**src/design/homing_and_multistage_position_regs.vh**
```
/*
  constants for the homing and multistage position sequencer: setting encodings,
  stage record layout and timing figures.
  assumes it is included by bare name from design files of this block.
*/
`ifndef HOMING_AND_MULTISTAGE_POSITION_REGS_VH
`define HOMING_AND_MULTISTAGE_POSITION_REGS_VH

// timing
`define CLK_PERIOD_NS        10
`define MS_PERIOD_NS         1000000
`define MS_PER_SEC           10'h3e8

// control mode selection value meaning position control
`define CTRL_MODE_POSITION   4'h0

// homing enable selection
`define HOME_EN_OFF          2'h0
`define HOME_EN_INPUT        2'h1
`define HOME_EN_AUTO         2'h2

// homing search mode bit positions
`define SEARCH_NEG_BIT       0
`define SEARCH_INDEX_BIT     1

// post-homing action
`define POST_RUN_NOW         1'b0

// residual command handling
`define RESID_NEXT_STAGE     1'b0

// stage operation modes
`define OP_SINGLE            2'h0
`define OP_CYCLIC            2'h1
`define OP_INPUT             2'h2
`define OP_SEQUENCE          2'h3

// wait unit selection
`define WAIT_UNIT_SEC        1'b1

// first stage index (stage 1)
`define STAGE_FIRST          4'h0

// stage record layout: {wait, ramp, speed, displacement}
`define REC_DISP_LSB         0
`define REC_SPEED_LSB        32
`define REC_RAMP_LSB         48
`define REC_WAIT_LSB         64
`define REC_WIDTH            80

`endif

```
**src/design/homing_and_multistage_position.v**
```verilog
/*
  homing search and multistage position sequencer of a servo drive in position
  mode. drives a motion profile generator with speed, ramp, direction and
  target commands; stage records are loaded through a plain write port.
  assumes all inputs synchronous to CORE_CLK and a profile generator that
  pulses MOTION_DONE when a commanded move has finished.
*/
// Notes on behaviour
// - homing only in position control mode
// - fast search, decelerate on reference rising edge
// - slow reverse search, stop on falling edge
// - homing timeout raises an error
// - post action: run program now or not
// - homing trigger: off, input, auto after power-up
// - search direction and switch or index reference
// - start input low: unhomed, stage commands ignored
// - sixteen stored stage parameter groups
// - motion only from stored stages, no pulses
// - run while servo on, stop when off
// - resume at stage n+1 or stage 1
// - single sequence runs once per enable
// - four operation modes select sequencing
// - input mode: one stage per enable rise
// - displacement relative or absolute from origin
// - wait times in ms or seconds
`timescale 1ns/1ns
`include "homing_and_multistage_position_regs.vh"

module homing_and_multistage_position #(
    parameter CYCLES_PER_MS = `MS_PERIOD_NS / `CLK_PERIOD_NS,
    parameter SPEED_W       = 16,
    parameter TIME_W        = 16,
    parameter DISP_W        = 32
) (
    input  wire               CORE_CLK,
    input  wire               RESET,
    input  wire [3:0]         CONTROL_MODE_SELECT,
    input  wire               HOMING_POST_ACTION,
    input  wire [1:0]         HOMING_ENABLE_SELECT,
    input  wire [1:0]         HOMING_SEARCH_MODE,
    input  wire [SPEED_W-1:0] HOMING_HIGH_SPEED,
    input  wire [SPEED_W-1:0] HOMING_LOW_SPEED,
    input  wire [TIME_W-1:0]  HOMING_DECEL_TIME,
    input  wire [TIME_W-1:0]  HOMING_TIMEOUT,
    input  wire               RESIDUAL_COMMAND_MODE,
    input  wire [1:0]         STAGE_OPERATION_MODE,
    input  wire [4:0]         EFFECTIVE_STAGES,
    input  wire               DISPLACEMENT_TYPE,
    input  wire               WAIT_UNIT_SELECT,
    input  wire               STAGE_WRITE,
    input  wire [3:0]         STAGE_WRITE_INDEX,
    input  wire [DISP_W-1:0]  STAGE_DISPLACEMENT,
    input  wire [SPEED_W-1:0] STAGE_SPEED,
    input  wire [TIME_W-1:0]  STAGE_RAMP,
    input  wire [TIME_W-1:0]  STAGE_WAIT,
    input  wire               SERVO_ON,
    input  wire               HOMING_START_INPUT,
    input  wire [3:0]         STAGE_SELECT_INPUTS,
    input  wire               ORIGIN_PROXIMITY_SWITCH,
    input  wire               ENCODER_INDEX,
    input  wire               MOTION_DONE,
    output reg  [SPEED_W-1:0] SPEED_CMD,
    output reg  [TIME_W-1:0]  RAMP_TIME,
    output reg                DIR_NEGATIVE,
    output reg                HOMING_ACTIVE,
    output reg  [DISP_W-1:0]  TARGET_POSITION,
    output reg                TARGET_ABSOLUTE,
    output reg                START_AT_PREV_SPEED,
    output reg                MOVE_START,
    output reg                STOP_NOW,
    output reg                HOMING_DONE,
    output reg                HOMING_TIMEOUT_ERROR,
    output reg  [3:0]         ACTIVE_STAGE
);
    // one-hot sequencer states
    localparam [7:0] S_IDLE   = 8'h01;   // waiting for homing or a run
    localparam [7:0] S_HFAST  = 8'h02;   // high speed search
    localparam [7:0] S_HDECEL = 8'h04;   // ramping to zero after reference edge
    localparam [7:0] S_HSLOW  = 8'h08;   // low speed reverse search
    localparam [7:0] S_FETCH  = 8'h10;   // reading the stage record
    localparam [7:0] S_MOVE   = 8'h20;   // stage move in progress
    localparam [7:0] S_WAIT   = 8'h40;   // inter-stage wait
    localparam [7:0] S_DONE   = 8'h80;   // program ended, hold until enable drops or position mode is left

    reg  [7:0]  state;          // current state
    reg         servo_prev;     // enable one cycle ago
    reg         start_prev;     // homing start input one cycle ago
    reg         ref_prev;       // homing reference one cycle ago
    reg         homed;          // the last search completed and homing has not been switched off or released since
    reg         auto_pending;   // auto homing not yet launched after power-up
    reg         post_go;        // run the program straight after homing
    reg         interrupted;    // program was cut by the enable dropping, leaving position mode or the origin going invalid
    reg  [3:0]  stage;          // stage being fetched or run
    reg         fetch_ready;    // record read data now valid
    reg         run_started;    // at least one stage moved in this run
    reg         home_tmr_start; // pulses to the timers
    reg         step_tmr_start;
    reg  [TIME_W-1:0] step_load;    // load for decel or wait timer
    reg               step_in_sec;  // step timer counts seconds

    wire [`REC_WIDTH-1:0] rec;      // stored stage record
    wire home_tmr_done;
    wire step_tmr_done;

    wire pos_mode   = (CONTROL_MODE_SELECT == `CTRL_MODE_POSITION);
    wire ref_level  = HOMING_SEARCH_MODE[`SEARCH_INDEX_BIT] ? ENCODER_INDEX : ORIGIN_PROXIMITY_SWITCH;
    wire ref_rise   = ref_level & ~ref_prev;
    wire ref_fall   = ~ref_level & ref_prev;
    wire servo_rise = SERVO_ON & ~servo_prev;
    wire start_rise = HOMING_START_INPUT & ~start_prev;
    wire homing_st  = |(state & (S_HFAST | S_HDECEL | S_HSLOW));
    wire running_st = |(state & (S_FETCH | S_MOVE | S_WAIT));

    // homing requests; a second search needs the start input to fall and rise again
    wire home_req = pos_mode & SERVO_ON &
                    (((HOMING_ENABLE_SELECT == `HOME_EN_INPUT) & start_rise) |
                     ((HOMING_ENABLE_SELECT == `HOME_EN_AUTO) & auto_pending));

    // stage commands count with homing off, else only once the origin is valid and, in input mode, the input holds
    wire homed_ok = (HOMING_ENABLE_SELECT == `HOME_EN_OFF) |
                    (homed & ((HOMING_ENABLE_SELECT != `HOME_EN_INPUT) | HOMING_START_INPUT));
    wire run_ok   = pos_mode & SERVO_ON & homed_ok;

    wire [3:0] last_stage = (EFFECTIVE_STAGES == 5'h00) ? `STAGE_FIRST : EFFECTIVE_STAGES[3:0] - 4'h1;
    wire       at_last    = (stage == last_stage);
    wire       mode_input = (STAGE_OPERATION_MODE == `OP_INPUT);

    // stage after n, wrapping to stage 1 past the last effective one
    function [3:0] stage_after;
        input [3:0] n;
        input [3:0] last;
        begin
            stage_after = (n == last) ? `STAGE_FIRST : n + 4'h1;
        end
    endfunction

    // the sixteen stored stage records
    stage_memory #(
        .DEPTH  (16),
        .ADDR_W (4),
        .WIDTH  (`REC_WIDTH)
    ) u_stage_memory (
        .clk   (CORE_CLK),
        .we    (STAGE_WRITE),
        .waddr (STAGE_WRITE_INDEX),
        .wdata ({STAGE_WAIT, STAGE_RAMP, STAGE_SPEED, STAGE_DISPLACEMENT}),
        .raddr (stage),
        .rdata (rec)
    );

    // homing timeout, always in milliseconds
    interval_timer #(
        .CYCLES_PER_MS (CYCLES_PER_MS),
        .TIME_W        (TIME_W)
    ) u_home_timer (
        .clk      (CORE_CLK),
        .reset    (RESET),
        .start    (home_tmr_start),
        .stop     (~homing_st),
        .load     (HOMING_TIMEOUT),
        .unit_sec (1'b0),
        .done     (home_tmr_done)
    );

    // deceleration time and inter-stage waits
    interval_timer #(
        .CYCLES_PER_MS (CYCLES_PER_MS),
        .TIME_W        (TIME_W)
    ) u_step_timer (
        .clk      (CORE_CLK),
        .reset    (RESET),
        .start    (step_tmr_start),
        .stop     (1'b0),
        .load     (step_load),
        .unit_sec (step_in_sec),
        .done     (step_tmr_done)
    );

    // edge history of the inputs
    always @(posedge CORE_CLK) begin
        if (RESET) begin
            servo_prev <= 1'b0;
            start_prev <= 1'b0;
            ref_prev   <= 1'b0;
        end else begin
            servo_prev <= SERVO_ON;
            start_prev <= HOMING_START_INPUT;
            ref_prev   <= ref_level;
        end
    end

    // main sequencer; every output is registered here
    always @(posedge CORE_CLK) begin
        if (RESET) begin
            state                <= S_IDLE;
            homed                <= 1'b0;
            auto_pending         <= 1'b1;
            post_go              <= 1'b0;
            interrupted          <= 1'b0;
            stage                <= `STAGE_FIRST;
            fetch_ready          <= 1'b0;
            run_started          <= 1'b0;
            home_tmr_start       <= 1'b0;
            step_tmr_start       <= 1'b0;
            step_load            <= {TIME_W{1'b0}};
            step_in_sec          <= 1'b0;
            SPEED_CMD            <= {SPEED_W{1'b0}};
            RAMP_TIME            <= {TIME_W{1'b0}};
            DIR_NEGATIVE         <= 1'b0;
            HOMING_ACTIVE        <= 1'b0;
            TARGET_POSITION      <= {DISP_W{1'b0}};
            TARGET_ABSOLUTE      <= 1'b0;
            START_AT_PREV_SPEED  <= 1'b0;
            MOVE_START           <= 1'b0;
            STOP_NOW             <= 1'b0;
            HOMING_DONE          <= 1'b0;
            HOMING_TIMEOUT_ERROR <= 1'b0;
            ACTIVE_STAGE         <= `STAGE_FIRST;
        end else begin
            // pulses default low
            MOVE_START     <= 1'b0;
            STOP_NOW       <= 1'b0;
            home_tmr_start <= 1'b0;
            step_tmr_start <= 1'b0;
            ACTIVE_STAGE   <= stage;
            if (homing_st & (~pos_mode | ~SERVO_ON)) begin
                // search abandoned: leaving position mode or losing the enable
                state         <= S_IDLE;
                HOMING_ACTIVE <= 1'b0;
                SPEED_CMD     <= {SPEED_W{1'b0}};
                STOP_NOW      <= 1'b1;
            end else if (homing_st & home_tmr_done) begin
                state                <= S_IDLE;
                HOMING_ACTIVE        <= 1'b0;
                SPEED_CMD            <= {SPEED_W{1'b0}};
                STOP_NOW             <= 1'b1;
                HOMING_TIMEOUT_ERROR <= 1'b1;
            end else if (running_st & ~run_ok) begin
                // enable lost, position mode left or origin invalid: halt and remember the stage
                state       <= S_IDLE;
                SPEED_CMD   <= {SPEED_W{1'b0}};
                STOP_NOW    <= 1'b1;
                interrupted <= 1'b1;
            end else begin
                case (state)
                    S_IDLE: begin
                        if (home_req) begin
                            state                <= S_HFAST;
                            auto_pending         <= 1'b0;
                            homed                <= 1'b0;
                            HOMING_DONE          <= 1'b0;
                            HOMING_TIMEOUT_ERROR <= 1'b0;
                            home_tmr_start       <= 1'b1;
                            HOMING_ACTIVE        <= 1'b1;
                            SPEED_CMD            <= HOMING_HIGH_SPEED;
                            RAMP_TIME            <= HOMING_DECEL_TIME;
                            DIR_NEGATIVE         <= HOMING_SEARCH_MODE[`SEARCH_NEG_BIT];
                            MOVE_START           <= 1'b1;
                        end else if (run_ok & servo_rise) begin
                            state       <= S_FETCH;
                            fetch_ready <= 1'b0;
                            run_started <= 1'b0;
                            post_go     <= 1'b0;
                            if (mode_input) begin
                                stage <= STAGE_SELECT_INPUTS;
                            end else if (interrupted & (RESIDUAL_COMMAND_MODE == `RESID_NEXT_STAGE)) begin
                                stage <= stage_after(stage, last_stage);
                            end else begin
                                stage <= `STAGE_FIRST;
                            end
                        end else if (run_ok & post_go) begin
                            state       <= S_FETCH;
                            fetch_ready <= 1'b0;
                            run_started <= 1'b0;
                            post_go     <= 1'b0;
                            stage       <= mode_input ? STAGE_SELECT_INPUTS : `STAGE_FIRST;
                        end
                    end
                    S_HFAST: begin
                        if (ref_rise) begin
                            state          <= S_HDECEL;
                            SPEED_CMD      <= {SPEED_W{1'b0}};
                            step_load      <= HOMING_DECEL_TIME;
                            step_in_sec    <= 1'b0;
                            step_tmr_start <= 1'b1;
                        end
                    end
                    S_HDECEL: begin
                        if (step_tmr_done) begin
                            state        <= S_HSLOW;
                            SPEED_CMD    <= HOMING_LOW_SPEED;
                            DIR_NEGATIVE <= ~HOMING_SEARCH_MODE[`SEARCH_NEG_BIT];
                            MOVE_START   <= 1'b1;
                        end
                    end
                    S_HSLOW: begin
                        if (ref_fall) begin
                            state         <= S_IDLE;
                            SPEED_CMD     <= {SPEED_W{1'b0}};
                            STOP_NOW      <= 1'b1;
                            HOMING_ACTIVE <= 1'b0;
                            HOMING_DONE   <= 1'b1;
                            homed         <= 1'b1;
                            interrupted   <= 1'b0;
                            post_go       <= (HOMING_POST_ACTION == `POST_RUN_NOW);
                        end
                    end
                    S_FETCH: begin
                        // memory read data arrive one edge after the index
                        fetch_ready <= 1'b1;
                        if (fetch_ready) begin
                            state               <= S_MOVE;
                            fetch_ready         <= 1'b0;
                            TARGET_POSITION     <= rec[`REC_DISP_LSB +: DISP_W];
                            TARGET_ABSOLUTE     <= DISPLACEMENT_TYPE;
                            SPEED_CMD           <= rec[`REC_SPEED_LSB +: SPEED_W];
                            RAMP_TIME           <= rec[`REC_RAMP_LSB +: TIME_W];
                            DIR_NEGATIVE        <= 1'b0;
                            START_AT_PREV_SPEED <= (STAGE_OPERATION_MODE == `OP_SEQUENCE) & run_started;
                            MOVE_START          <= 1'b1;
                            run_started         <= 1'b1;
                        end
                    end
                    S_MOVE: begin
                        if (MOTION_DONE) begin
                            if (mode_input | (at_last & (STAGE_OPERATION_MODE != `OP_CYCLIC))) begin
                                state       <= S_DONE;
                                interrupted <= 1'b0;
                                SPEED_CMD   <= {SPEED_W{1'b0}};
                            end else if (STAGE_OPERATION_MODE == `OP_SEQUENCE) begin
                                state <= S_FETCH;
                                stage <= stage_after(stage, last_stage);
                            end else begin
                                state          <= S_WAIT;
                                step_load      <= rec[`REC_WAIT_LSB +: TIME_W];
                                step_in_sec    <= (WAIT_UNIT_SELECT == `WAIT_UNIT_SEC);
                                step_tmr_start <= 1'b1;
                            end
                        end
                    end
                    S_WAIT: begin
                        if (step_tmr_done) begin
                            state <= S_FETCH;
                            stage <= stage_after(stage, last_stage);
                        end
                    end
                    S_DONE: begin
                        // a fresh run needs the enable to drop and return
                        if (~SERVO_ON | ~pos_mode) begin
                            state <= S_IDLE;
                        end
                    end
                    default: begin
                        state <= S_IDLE;
                    end
                endcase
            end
            // disabling homing or releasing the input drops completion
            if ((HOMING_ENABLE_SELECT == `HOME_EN_OFF) |
                ((HOMING_ENABLE_SELECT == `HOME_EN_INPUT) & ~HOMING_START_INPUT)) begin
                HOMING_DONE <= 1'b0;
                homed       <= 1'b0;
            end
        end
    end
endmodule // homing_and_multistage_position

```
**src/design/interval_timer.v**
```verilog
/*
  millisecond based one-shot timer; counts a load value in ms or seconds and
  gives a one-cycle done pulse when it runs out.
  assumes a synchronous active high reset and a free running clock.
*/
`timescale 1ns/1ns
`include "homing_and_multistage_position_regs.vh"

module interval_timer #(
    parameter CYCLES_PER_MS = `MS_PERIOD_NS / `CLK_PERIOD_NS,
    parameter TIME_W        = 16
) (
    input  wire              clk,
    input  wire              reset,
    input  wire              start,
    input  wire              stop,
    input  wire [TIME_W-1:0] load,
    input  wire              unit_sec,
    output reg               done
);
    reg [31:0]       pre;    // cycle prescaler to one millisecond
    reg [9:0]        sub;    // ms within one second when counting seconds
    reg [TIME_W-1:0] left;   // units still to run
    reg              run;    // timer is counting

    wire ms_tick  = (pre == CYCLES_PER_MS - 1);
    wire unit_end = ms_tick & (~unit_sec | (sub == `MS_PER_SEC - 10'h001));

    // countdown; a zero load expires one cycle after start
    always @(posedge clk) begin
        done <= 1'b0;
        if (reset | stop) begin
            run  <= 1'b0;
            pre  <= 32'h0000_0000;
            sub  <= 10'h000;
            left <= {TIME_W{1'b0}};
        end else if (start) begin
            run  <= 1'b1;
            pre  <= 32'h0000_0000;
            sub  <= 10'h000;
            left <= load;
        end else if (run) begin
            if (left == {TIME_W{1'b0}}) begin
                run  <= 1'b0;
                done <= 1'b1;
            end else begin
                pre <= ms_tick ? 32'h0000_0000 : pre + 32'h0000_0001;
                if (ms_tick) begin
                    sub <= unit_end ? 10'h000 : sub + 10'h001;
                end
                if (unit_end) begin
                    left <= left - {{(TIME_W-1){1'b0}}, 1'b1};
                end
            end
        end
    end
endmodule // interval_timer

```
**src/design/stage_memory.v**
```verilog
/*
  holds the sixteen stored stage records; one write port, registered read.
  assumes the writer and reader share the core clock.
*/
`timescale 1ns/1ns
`include "homing_and_multistage_position_regs.vh"

module stage_memory #(
    parameter DEPTH  = 16,
    parameter ADDR_W = 4,
    parameter WIDTH  = `REC_WIDTH
) (
    input  wire              clk,
    input  wire              we,
    input  wire [ADDR_W-1:0] waddr,
    input  wire [WIDTH-1:0]  wdata,
    input  wire [ADDR_W-1:0] raddr,
    output reg  [WIDTH-1:0]  rdata
);
    reg [WIDTH-1:0] mem [0:DEPTH-1];   // stage storage, no reset: contents come from setup

    // write and registered read; read data lags the address by one edge
    always @(posedge clk) begin
        if (we) begin
            mem[waddr] <= wdata;
        end
        rdata <= mem[raddr];
    end
endmodule // stage_memory

```
**config.mk**
```make
export PLATFORM = sky130hd
export DESIGN_NAME = homing_and_multistage_position
export DESIGN_NICKNAME = d
export VERILOG_FILES = /design/src/design/homing_and_multistage_position.v /design/src/design/interval_timer.v /design/src/design/stage_memory.v
export VERILOG_INCLUDE_DIRS = /design/src /design/src/design
export SDC_FILE = /design/constraint.sdc
export NUM_CORES = 2
export LEC_CHECK = 0
export BUFFER_PORTS_ARGS = -buffer_cell sky130_fd_sc_hd__buf_2
export CAP_MARGIN = 20
export CELL_PAD_IN_SITES_DETAIL_PLACEMENT = 0
export CELL_PAD_IN_SITES_GLOBAL_PLACEMENT = 1
export CORE_ASPECT_RATIO = 2
export CORE_UTILIZATION = 30
export CTS_CLUSTER_SIZE = 30
export DETAILED_ROUTE_END_ITERATION = 7
export PLACE_DENSITY = 0.48
export SYNTH_ARGS = -nofsm -noshare
export SYNTH_HDL_FRONTEND = slang
export SYNTH_SLANG_ARGS = --single-unit
```
**constraint.sdc**
```tcl
create_clock -name CORE_CLK -period 9.7 [get_ports CORE_CLK]
set_clock_uncertainty 0.2 [all_clocks]
set_input_delay 0.97 -clock CORE_CLK [delete_from_list [all_inputs] [get_ports CORE_CLK]]
set_output_delay 0.97 -clock CORE_CLK [all_outputs]
set_load 0.05 [all_outputs]
```
==> results.md <==
- The routed layout has 30,800 vias.
- The highest ir drop seen on vdd is 115 µV.
- The share of cell area taken by muxes after synthesis is 15.1%.
- The total of warnings raised by yosys is 0.
- Buffers inserted during clock tree synthesis total 159.
- Of all cell types, the one taking the most synthesized area is edfxtp_1.
- The average via count per standard cell is 5.00.
- The xor/xnor cell area share of the yosys netlist is 1.47%.
- The number of antenna violations at the first check in global routing is 45.
- The fraction of the mapped netlist area in compound gates is 2.94%.
- The proportion of synthesized flip-flops having asynchronous set or reset is 0%.
- The worst setup path is captured at a register.
- Ranked by total cell area, the synthesized netlist is headed by edfxtp_1 64%, mux4_2 15%, dfxtp_1 10%, nand2_1 1.2%, nor2_1 1.2%.
- The final number of hold-violating endpoints was 0.
- Counting every sink on the clock net gives 1,585.
- The synthesized netlist net count is 3,340.
- The synthesized area per cell is 19.0 µm².
- The per-cell routed wire length is 27.6 µm.
- The endpoint arrival time on the critical path is 4380 ps.
- The post-CTS resize count is 0.
- In the final layout, the share of cells above drive strength 1 is 27.5%.
- The die footprint is 202,000 µm².
- Of the total synthesized cell area, the portion taken by AND, OR, NAND and NOR gates is 5.00%.
- Setup repair after global routing left no endpoint under its margin.
- The wire-length estimate of the detail-placed layout is 101,000 µm.
- Summing all multi-input logic gate instances after layout gives 15,000 µm².
- The number of buffers on the longest clock path is 4.
- The wire length of the first global-routing pass is 245,000 µm.
- Data on the critical path is required at its endpoint by 10,140 ps.
- The number of failing setup endpoints in the final timing report is 0.
- TritonCTS built the clock tree.
- The max-slew violation count is 0.
- The worst path in the final design needs a cycle of 3940 ps, including I/O delays and setup.
- After clock tree synthesis, the setup repair step added 0 buffers.
- The startpoint of the most critical hold path is SERVO_ON.
- The pin count of the biggest net entering global routing is 95.
- The critical setup path kind is reg2reg.
- The synthesized design contains 1,280 enable-type register cells.
- The startpoint of the lowest-slack register-to-register path is stage[0]$_SDFFE_PP0P_.
- The run finished with clean final reports.
- For this design the ratio of total power to cell area is 222 nW/µm².
- The largest fanout of any net on the critical path is 94.
- The number of distinct library cells after synthesis is 83.
- The most common cell in the synthesized netlist is edfxtp_1.
- For this block, the initial DRC count from the detailed router was 1,841.
- The detailed-route wire length is 170,000 µm.
- The post-route antenna net violation count is 0.
- After detailed routing, the number of remaining DRC violations is 0.
- Of the post-synthesis cell area, the dominant cell type holds 64.0%.
- The height of the die is 635 µm.
- 255 I/O pins were placed.
- The leftover overflow at the end of global routing is 0.
- The tool flagged a number of max-cap violations equal to 0.
- The critical path launch point type is a register.
- The congestion estimate from routability-driven global placement came to 0.754.
- The combined area of all synthesized cells is 60,100 µm².
- For the pin with the worst max-slew slack, the measured transition is 1040 ps.
- In the global route stage, overall resource usage came out at 16.8%.
- Sorting the synthesized cells by how often they occur yields 1,280 x edfxtp_1, 400 x mux4_2, 305 x dfxtp_1.
- Port buffering added 254 buffers.
- Clock-pin slew was measured on the worst setup and hold paths at 70 ps.
- At the end of the flow the core is filled with cells to 35.1%.
- Fill cells in the final layout number 18,700.
- The flip-flop and latch area is 44,600 µm².
- The top flip-flop cell by instance count after synthesis is edfxtp_1.
- After synthesis the netlist holds a flip-flop and latch count of 1,585.
- The portion of the clock cycle consumed by the worst path in the final layout is 40.6%.
- The static leakage power is 21.7 nW.
- Of the total synthesized cell area, the portion taken by full adders, half adders and majority gates is 0.163%.
- The root buffer cell chosen for the clock tree is clkbuf_16.
- For this configuration, the core starts out at a cell density of 30.3%.
- The final hold slack is 206 ps.
- After floorplanning, the core was divided into 231 placement rows.
- For the worst-skew pair, the clock arrives at the later sink with an insertion delay of 820 ps.
- Summing the sequential cell areas from Yosys gives 74.2% of the chip area.
- The via count of the first global-routing pass is 33,400.
- The class of the most critical hold timing path is in2reg.
- The combinational family with the most area after synthesis is multiplexers.
- The hold buffer count at cts is 0.
- The net count reported at finish is 3,655.
- In the final timing run, aggregate negative setup slack is 0 ps.
- The CTS H-tree depth is 4.
- The achievable frequency is 254 MHz.
- The first detailed-routing pass ran for 6 iterations.
- The die is 318 µm wide.
- Tracing the worst setup path back leads to its startpoint at stage[0]$_SDFFE_PP0P_.
- In this run the standard cell core region covers 198,000 µm².
- The number of cells produced by synthesis is 3,154.
- Relative to the synthesized area, the layout overhead comes to 15.9%.
- The worst-case headroom to the max-slew limit is 30.5%.
## final timing paths
kind | endpoint | slack, ps | cells past startpoint
max | u_stage_memory.rdata[69]$_DFF_P_ | 5760 | 4
min | servo_prev$_SDFF_PP0_ | 210 | 2
max reg2reg | u_stage_memory.rdata[69]$_DFF_P_ | 5760 | 4
min reg2reg | TARGET_POSITION[23]$_SDFFE_PP0P_ | 240 | 2
## worst max-delay path, cell delays in order (launching register included)
cell and delay, ps:
dfxtp_4 770, buf_12 680, buf_4 850, mux4_2 600
mux4_2 460
## placed cells by master, fill, tap and decap left out, drive strengths merged, types with 13 or more instances in the layout
master,Yosys,layout
dfxtp,305,305
nor4,33,33
or3,13,13
nor2,184,184
nor3,36,36
clkinv,2,45
a222oi,16,16
nand2,196,196
buf,47,311
nand4,24,24
a311oi,35,35
a21oi,77,77
xor2,50,50
xnor2,48,48
clkbuf,110,216
a211oi,25,25
inv,21,24
nand3,47,47
o21ai,45,45
edfxtp,1280,1280
and3,13,13
mux4,400,400
## per-layer routing
metal,part of all wire [%],vias to the layer above,track usage [%]
li1,-,13400,-
met1,38,16400,19.0
met2,55,668,32.3
met3,4.1,277,2.77
met4,2.4,38,4.61
met5,0.14,-,0
## state kept, by name, summed over array words and instances (netlist names), 8 cells and up
| signal | cells |
|---|---|
| step_load | 16 |
| u_step_timer.left | 16 |
| u_home_timer.left | 16 |
| u_stage_memory.mem | 1280 |
| SPEED_CMD | 16 |
| u_stage_memory.rdata | 80 |
| RAMP_TIME | 16 |
| u_home_timer.pre | 32 |
| TARGET_POSITION | 32 |
| u_step_timer.sub | 10 |
| u_step_timer.pre | 32 |
| state | 8 |
## stage by stage
step	setup WS, ps	power [mW]	instances	instance area [µm²]
finish	5760	15.4	6153	69600
floorplan	1980	8.92	3154	60100
detailed placement	5380	9.60	5871	64600
global route	5410	16.0	6150	69600
global placement	5410	9.61	5871	64600
CTS	5580	15.7	6149	69600
## report_power, final
part	internal [mW]	switching, mW	leakage [nW]
logic	0.732	0.896	5.19
registers	7.59	0.161	14.1
clock network	3.44	2.62	2.44
## final cells by class
| type | count | area share, % |
|---|---|---|
| Clock inverter | 62 | 0.721 |
| Sequential cell | 1585 | 64.0 |
| Tap cell | 2563 | 4.61 |
| Multi-Input combinational cell | 1389 | 21.5 |
| Clock buffer | 216 | 6.48 |
| Timing Repair Buffer | 311 | 2.57 |
| Inverter | 23 | 0.135 |
| Antenna cell | 4 | 0.0144 |
## logic make-up (layout without fill, tap and decap cells)
family	Yosys count	after routing
AOI/OAI and AO/OA	252	252
DFF	1585	1585
and+or+nand+nor	626	626
muxes	404	404
buffers and inverters	180	612
xor gates and xnor gates	99	99
other	0	4
adders and majority gates	8	8
(Power assumes the default switching activity.)
